--- config.mk ---
export PLATFORM = sky130hd
export DESIGN_NAME = dsd_datapath
export DESIGN_NICKNAME = d
export VERILOG_FILES = /design/src/dsd_shifter.v /design/src/dsd_datapath.v
export VERILOG_INCLUDE_DIRS = /design/src /design/src/src
export SDC_FILE = /design/constraint.sdc
export NUM_CORES = 2
export LEC_CHECK = 0
export BUFFER_PORTS_ARGS = -buffer_cell sky130_fd_sc_hd__clkbuf_2
export CAP_MARGIN = 20
export CORE_MARGIN = 5
export CORE_UTILIZATION = 40
export CTS_CLUSTER_DIAMETER = 30
export DETAILED_ROUTE_END_ITERATION = 12
export PLACE_DENSITY = 0.52
export RECOVER_POWER = 50
export SLEW_MARGIN = 20
export SYNTH_ARGS = -nofsm -noshare
export SYNTH_HDL_FRONTEND = slang
export SYNTH_SLANG_ARGS = --single-unit
--- constraint.sdc ---
create_clock -name clk_i -period 45.2 [get_ports clk_i]
set_input_delay 9.04 -clock clk_i [delete_from_list [all_inputs] [get_ports clk_i]]
set_output_delay 9.04 -clock clk_i [all_outputs]
set_load 0.03 [all_outputs]
--- src/dsd_consts.vh ---
// constants for the divide and shift datapath
`ifndef DSD_CONSTS_VH
`define DSD_CONSTS_VH
`define DSD_WORD_W      16
`define DSD_DWORD_W     32
`define DSD_REG_IDX_W   4
`define DSD_SHAMT_W     4
`define DSD_DIV_STEPS   5'h10
`define DSD_CNT_W       5
`define DSD_SH_ASR      2'h0
`define DSD_SH_LSR      2'h1
`define DSD_SH_SL       2'h2
`define DSD_QUOT_REG    4'h0
`define DSD_REM_REG     4'h1
`define DSD_ZERO_WORD   16'h0000
`define DSD_ONES_WORD   16'hFFFF
`endif

--- src/dsd_shifter.v ---
// single-cycle barrel shifter for the datapath
`timescale 1ns/10ps
`include "dsd_consts.vh"
module dsd_shifter #(
    parameter W   = 16,
    parameter SAW = 4
) (
    input  wire [W-1:0]   operand_i,
    input  wire [SAW-1:0] amount_i,
    input  wire [1:0]     op_i,
    output reg  [W-1:0]   result_o
);
    wire signed [W-1:0] sop;
    assign sop = operand_i;

    always @* begin
        case (op_i)
            `DSD_SH_ASR: result_o = sop >>> amount_i;
            `DSD_SH_LSR: result_o = operand_i >> amount_i;
            `DSD_SH_SL:  result_o = operand_i << amount_i;
            default:     result_o = operand_i;
        endcase
    end
endmodule

--- src/dsd_datapath.v ---
// divide and multi-bit shift datapath with its working register file
`timescale 1ns/10ps
`include "dsd_consts.vh"
// Behaviour
// - the divider handles 32/16 and 16/16 division, each signed or unsigned.
// - every divide writes its quotient to working register zero and remainder to working register one.
// - any register may hold the divisor, and any even/odd pair the 32-bit dividend with the odd one high.
// - the divide takes one cycle per divisor bit, so both sizes take the same sixteen step cycles plus one write-back cycle.
// - single and multi-bit shifts both exist and every multi-bit shift takes one cycle.
// - the shifter moves right arithmetically or left by up to fifteen places in one cycle.
// - shifts read a working register and write a working register, with no memory modes.
// - arithmetic right shift fills vacated upper bits with the original sign bit.
// - logical right shift fills vacated upper bits with zeros.
// - left shift fills vacated low bits with zeros.
module dsd_datapath #(
    parameter W   = 16,
    parameter NR  = 16
) (
    input  wire         clk_i,
    input  wire         arst_n_i,
    input  wire         wr_en_i,
    input  wire [3:0]   wr_idx_i,
    input  wire [W-1:0] wr_data_i,
    input  wire [3:0]   rd_idx_i,
    output reg  [W-1:0] rd_data_o,
    input  wire         shift_start_i,
    input  wire [1:0]   shift_op_i,
    input  wire [3:0]   shift_src_i,
    input  wire [3:0]   shift_dst_i,
    input  wire [3:0]   shift_amt_i,
    input  wire         div_start_i,
    input  wire         div_signed_i,
    input  wire         div_long_i,
    input  wire [3:0]   div_dividend_i,
    input  wire [3:0]   divisor_source_register_i,
    output wire         busy_o,
    output reg          done_o,
    output reg          div_by_zero_o
);
    localparam ST_IDLE = 2'b01;
    localparam ST_DIV  = 2'b10;

    reg [W-1:0]  regs [0:NR-1];
    reg [1:0]    state;
    reg [`DSD_CNT_W-1:0] count;
    reg [2*W-1:0] rem_quo;
    reg [W-1:0]  dvsr;
    reg          neg_q;
    reg          neg_r;
    reg          zero_div;
    wire [W-1:0] shift_res;
    wire [W:0]   trial;
    wire [2*W-1:0] shifted;
    wire [W-1:0] quo_mag;
    wire [W-1:0] rem_mag;
    wire [W-1:0] quo_out;
    wire [W-1:0] rem_out;
    wire [3:0]   even_idx;
    wire [2*W-1:0] dividend_raw;
    wire [2*W-1:0] dividend_mag;
    wire [W-1:0] divisor_raw;
    wire         dividend_neg;
    wire         divisor_neg;
    wire         idle;
    wire         divisor_zero;
    wire [W-1:0] divisor_mag;
    wire [W-1:0] mod_base;
    wire [W-1:0] upper_rem;
    wire         step_take;
    wire         count_zero;
    wire         div_take;
    wire         shift_take;
    wire         wr_take;
    reg  [W-1:0] dividend_raw_low;
    reg  [W-1:0] quo_final;
    reg  [W-1:0] rem_final;
    reg  [1:0]   next_state;
    reg  [`DSD_CNT_W-1:0] next_count;
    integer      i;

    assign idle = state[0];
    assign busy_o = ~idle;
    assign even_idx = {div_dividend_i[3:1], 1'b0};
    // odd register of the pair is the upper half
    assign dividend_raw = div_long_i ? {regs[even_idx | 4'h1], regs[even_idx]}
                        : (div_signed_i ? {{W{regs[div_dividend_i][W-1]}}, regs[div_dividend_i]}
                                        : {{W{1'b0}}, regs[div_dividend_i]});
    assign divisor_raw  = regs[divisor_source_register_i];
    assign dividend_neg = div_signed_i & dividend_raw[2*W-1];
    assign divisor_neg  = div_signed_i & divisor_raw[W-1];
    assign dividend_mag = dividend_neg ? (~dividend_raw + 1'b1) : dividend_raw;
    assign divisor_zero = (divisor_raw == `DSD_ZERO_WORD);
    assign divisor_mag  = divisor_neg ? (~divisor_raw + 1'b1) : divisor_raw;

    // upper half is pre-reduced to a partial remainder so sixteen steps suffice;
    // a quotient wider than sixteen bits keeps only its low word
    assign mod_base  = divisor_zero ? {{W-1{1'b0}}, 1'b1} : divisor_mag;
    assign upper_rem = dividend_mag[2*W-1:W] % mod_base;

    // requests only while idle: divide before shift before write
    assign div_take   = idle & div_start_i;
    assign shift_take = idle & ~div_start_i & shift_start_i;
    assign wr_take    = idle & ~div_start_i & ~shift_start_i & wr_en_i;

    // restoring step: one quotient bit per cycle
    assign shifted = {rem_quo[2*W-2:0], 1'b0};
    assign trial   = {rem_quo[2*W-1], shifted[2*W-1:W]} - {1'b0, dvsr};
    assign quo_mag = rem_quo[W-1:0];
    assign rem_mag = rem_quo[2*W-1:W];
    assign step_take  = ~trial[W];
    assign count_zero = (count == {`DSD_CNT_W{1'b0}});
    // magnitudes truncate toward zero; signs are reapplied afterwards
    assign quo_out = neg_q ? (~quo_mag + 1'b1) : quo_mag;
    assign rem_out = neg_r ? (~rem_mag + 1'b1) : rem_mag;

    // zero divisor answer: quotient all ones, remainder the low dividend word
    always @* begin
        if (zero_div) begin
            quo_final = `DSD_ONES_WORD;
            rem_final = dividend_raw_low;
        end else begin
            quo_final = quo_out;
            rem_final = rem_out;
        end
    end

    dsd_shifter #(
        .W   (W),
        .SAW (`DSD_SHAMT_W)
    ) u_shifter (
        .operand_i (regs[shift_src_i]),
        .amount_i  (shift_amt_i),
        .op_i      (shift_op_i),
        .result_o  (shift_res)
    );

    always @* begin
        rd_data_o = regs[rd_idx_i];
    end

    // bit loop sequencing: sixteen steps, then one cycle to write back
    always @* begin
        next_state = state;
        next_count = count;
        case (state)
            ST_IDLE: begin
                if (div_take) begin
                    next_state = ST_DIV;
                    next_count = `DSD_DIV_STEPS;
                end
            end
            ST_DIV: begin
                if (count_zero) begin
                    next_state = ST_IDLE;
                end else begin
                    next_count = count - 1'b1;
                end
            end
            default: begin
                next_state = ST_IDLE;
                next_count = {`DSD_CNT_W{1'b0}};
            end
        endcase
    end

    always @(posedge clk_i or negedge arst_n_i) begin
        if (!arst_n_i) begin
            state         <= ST_IDLE;
            count         <= {`DSD_CNT_W{1'b0}};
            rem_quo       <= {2*W{1'b0}};
            dvsr          <= `DSD_ZERO_WORD;
            neg_q         <= 1'b0;
            neg_r         <= 1'b0;
            zero_div      <= 1'b0;
            done_o        <= 1'b0;
            div_by_zero_o <= 1'b0;
            for (i = 0; i < NR; i = i + 1) begin
                regs[i] <= `DSD_ZERO_WORD;
            end
        end else begin
            state  <= next_state;
            count  <= next_count;
            done_o <= 1'b0;
            case (state)
                ST_IDLE: begin
                    if (div_take) begin
                        rem_quo  <= {upper_rem, dividend_mag[W-1:0]};
                        dvsr     <= divisor_mag;
                        neg_q    <= dividend_neg ^ divisor_neg;
                        neg_r    <= dividend_neg;
                        zero_div <= divisor_zero;
                    end else if (shift_take) begin
                        regs[shift_dst_i] <= shift_res;
                        done_o <= 1'b1;
                    end else if (wr_take) begin
                        regs[wr_idx_i] <= wr_data_i;
                    end
                end
                ST_DIV: begin
                    if (!count_zero) begin
                        if (step_take) begin
                            rem_quo <= {trial[W-1:0], shifted[W-1:1], 1'b1};
                        end else begin
                            rem_quo <= shifted;
                        end
                    end else begin
                        regs[`DSD_QUOT_REG] <= quo_final;
                        regs[`DSD_REM_REG]  <= rem_final;
                        div_by_zero_o <= zero_div;
                        done_o <= 1'b1;
                    end
                end
                default: rem_quo <= {2*W{1'b0}};
            endcase
        end
    end

    // low dividend word captured at start for the zero divisor answer
    always @(posedge clk_i or negedge arst_n_i) begin
        if (!arst_n_i) begin
            dividend_raw_low <= `DSD_ZERO_WORD;
        end else if (div_take) begin
            dividend_raw_low <= dividend_raw[W-1:0];
        end
    end
endmodule

==> impl_metrics.json <==
{
  "row_count": 110,
  "finalHoldViolCount": 0,
  "synthTopCellsByArea": "dfrtp_1, mux4_2, ha_1",
  "die_w_microns": 311,
  "critPathLaunchType": "input port",
  "maxClockFrequency_mhz": 23.4,
  "drt_iter0_markers": 4398,
  "hold_path.class": "flop to flop",
  "io_pins": 72,
  "htreeDepth": 3,
  "gp_congestion": 0.979,
  "cts_tree": "yes",
  "areaGrowthSynthToFinish_pct": 15.5,
  "synth_top_family_by_area": "compound AO/OA/AOI/OAI gates",
  "drive_above_1_share_pct": 21.2,
  "start_util_pct": 40.3,
  "synth_compound_area_share_pct": 24.3,
  "crit_start": "div_dividend_i[0]",
  "worstMarginPinSlew_ns": 5.42,
  "maxCapViolCount": 7,
  "finClkSkew_ns": 0.0899,
  "vias": 35726,
  "ys_types": 99,
  "wl_per_cell_microns": 29.9,
  "first_global_vias": 34124,
  "firstDrtPassIters": 6,
  "synth-simple-area-share_pct": 16.2,
  "synth_top_cell_by_area": "dfrtp_1",
  "cts.path.max_buffers": 3,
  "syn_avg_cell_area_sq_um": 8.88,
  "grt_pass1_wl_microns": 234000,
  "dp_hpwl_microns": 119000,
  "dieArea_sq_um": 96600,
  "worst_path_largest_cell_delay_ns": 0.94,
  "drc_errors": 0,
  "cp_common_cell": "o21a_1",
  "grt_max_degree": 86,
  "status": "complete, but fails checks",
  "antenna_found_initial": 5,
  "post-route-min-period_ns": 42.82,
  "hp-start": "dvsr[8]$_DFFE_PN0P_",
  "violations": "capacitance limit, slew limit",
  "fp.dieH_microns": 311,
  "clkSinkCount": 332,
  "final_common_cell": "nand2_1",
  "nets": 4322,
  "synthCells": 4073,
  "yosysSeqAreaShare_pct": 23.0,
  "grt-ovfl-total": 0,
  "synth_ff_type": "dfrtp_1",
  "synth_top_area_share_pct": 22.9,
  "core-area_sq_um": 89900,
  "maxSlewHeadroom_pct": -261,
  "end_kind": "flop",
  "worstSetupPathType": "input port to flop",
  "layout_common_cells": "nand2_1, o21ai_0, dfrtp_1, mux4_2, nor2_1",
  "slew_violations": 425,
  "clk_pin_slew_ns": 0.04,
  "clock_latency_ns": 0.69,
  "syn-num-nets": 4288,
  "synth_xor_area_share_pct": 2.97,
  "cts.root.buffer_cell": "clkbuf_16",
  "yosys_warnings": 0,
  "fin_crit_sh_pct": 94.7,
  "synthMuxAreaShare_pct": 23.2,
  "synth-async-reset-ratio_pct": 100,
  "port_buffers": 71,
  "synth_area_sq_um": 36200,
  "arrival_ns": 43.27,
  "crit_fanout": 18,
  "ys_ff_latch": 332,
  "holdWs_ns": 0.474,
  "cp_data_required_time_ns": 45.65,
  "setup_violations": 0,
  "wl_microns": 160000,
  "gr-usage-all-layers_pct": 31.8,
  "vias_per_cell": 6.67,
  "cpMaxStageDelayCell": "a211oi_1",
  "cts_buffers": 91,
  "r2r_start": "regs[66]$_DFFE_PN0P_",
  "synthAdderAreaFrac_pct": 5.64,
  "postRouteAntennaNets": 0,
  "synth-edff-count": 0
}
==> logic make-up after synthesis <==
kind of cell,Yosys count
muxes,446
xor gates and xnor gates,122
adders and majority gates,162
AOI/OAI and AO/OA,1306
buffers and inverters,423
and+or+nand+nor,1282
DFF,332
==> per-stage QoR <==
stage               setup slack [ns]  instance area, sq um  cells  util (%)  TNS (ns)
floorplan                       1.68                 36200   4073         -         0
CTS                            0.102                 41700   5354      46.4         0
global placement               0.237                 38400   5188      42.7         0
detailed placement            -0.508                 38400   5189      42.8     -3.47
finish                          2.38                 41800   5356      46.5         0
global route                 -0.0494                 41800   5355      46.5   -0.0757
==> repair_timing <==
| item | 4_1_cts | 5_1_grt |
|---|---|---|
| setup endpoints to repair | 1 | 16 |
| gates resized for setup | 1 | 49 |
| setup buffers | 0 | 1 |
| endpoints found under the hold margin | 0 | 0 |
| cloned | 0 | 0 |
| pin swaps | 0 | 4 |
| hold buffers | 0 | 0 |
==> path summary, 6_finish.rpt <==
path                                           end  slack (ns)  cells after the start
min in group asynchronous     dvsr[10]$_DFFE_PN0P_       10.39                      1
min reg2reg                    dvsr[8]$_DFFE_PN0P_        0.47                      2
max                        rem_quo[30]$_DFFE_PN0P_        2.38                    171
max in group asynchronous     regs[11]$_DFFE_PN0P_       29.11                      2
min                            dvsr[8]$_DFFE_PN0P_        0.47                      2
max reg2reg                rem_quo[30]$_DFFE_PN0P_       10.80                    173
==> final cells by class <==
class                           count  area, sq um
Timing Repair Buffer              251         1820
Sequential cell                   332         8310
Clock inverter                     43          701
Fill cell                        8680        48100
Clock buffer                      122         2520
Multi-Input combinational cell   3318        26600
Antenna cell                        1         2.50
Inverter                          113          424
Tap cell                         1176         1470
==> worst max-delay path, delay by kind of cell <==
family | cells | cell delay [ns]
AO/OA/AOI/OAI | 103 | 19.16
AND/OR/NAND/NOR | 35 | 6.66
adder cells (fa/ha/maj) | 16 | 4.63
multiplexers | 6 | 1.96
buffers and inverters | 11 | 1.79
==> metal layers <==
metal  part of all wire, %  GRT usage (%)  vias up
met2                    44           49.2     1961
met3                    10           9.21      476
li1                      -              -    15670
met4                   5.6           14.9        8
met1                    39           41.1    17611
met5                  0.17           1.33        -
==> Yosys cell counts, drive strengths merged, types with 36 or more instances <==
cell,n
a21oi,175
xor2,66
nor3,111
o21ai,398
a21o,43
o221ai,104
buf,80
o21a,142
mux4,307
inv,110
nor2,303
o22a,74
ha,160
nand2,530
a22oi,107
a31oi,36
dfrtp,331
mux2i,75
mux2,64
xnor2,56
nand3,84
nand2b,51
or3,37
clkbuf,230
==> sequential cells by signal (all words and copies together), names as in the netlist <==
name,flops
zero_div,1
done_o,1
count,5
dividend_raw_low,16
regs,256
dvsr,16
state,2
rem_quo,32
div_by_zero_o,1
neg_q,1
neg_r,1
Power is left out: the tool's default activity adds up to more than one toggle a clock period on the data nets, which glitch-free logic cannot reach.
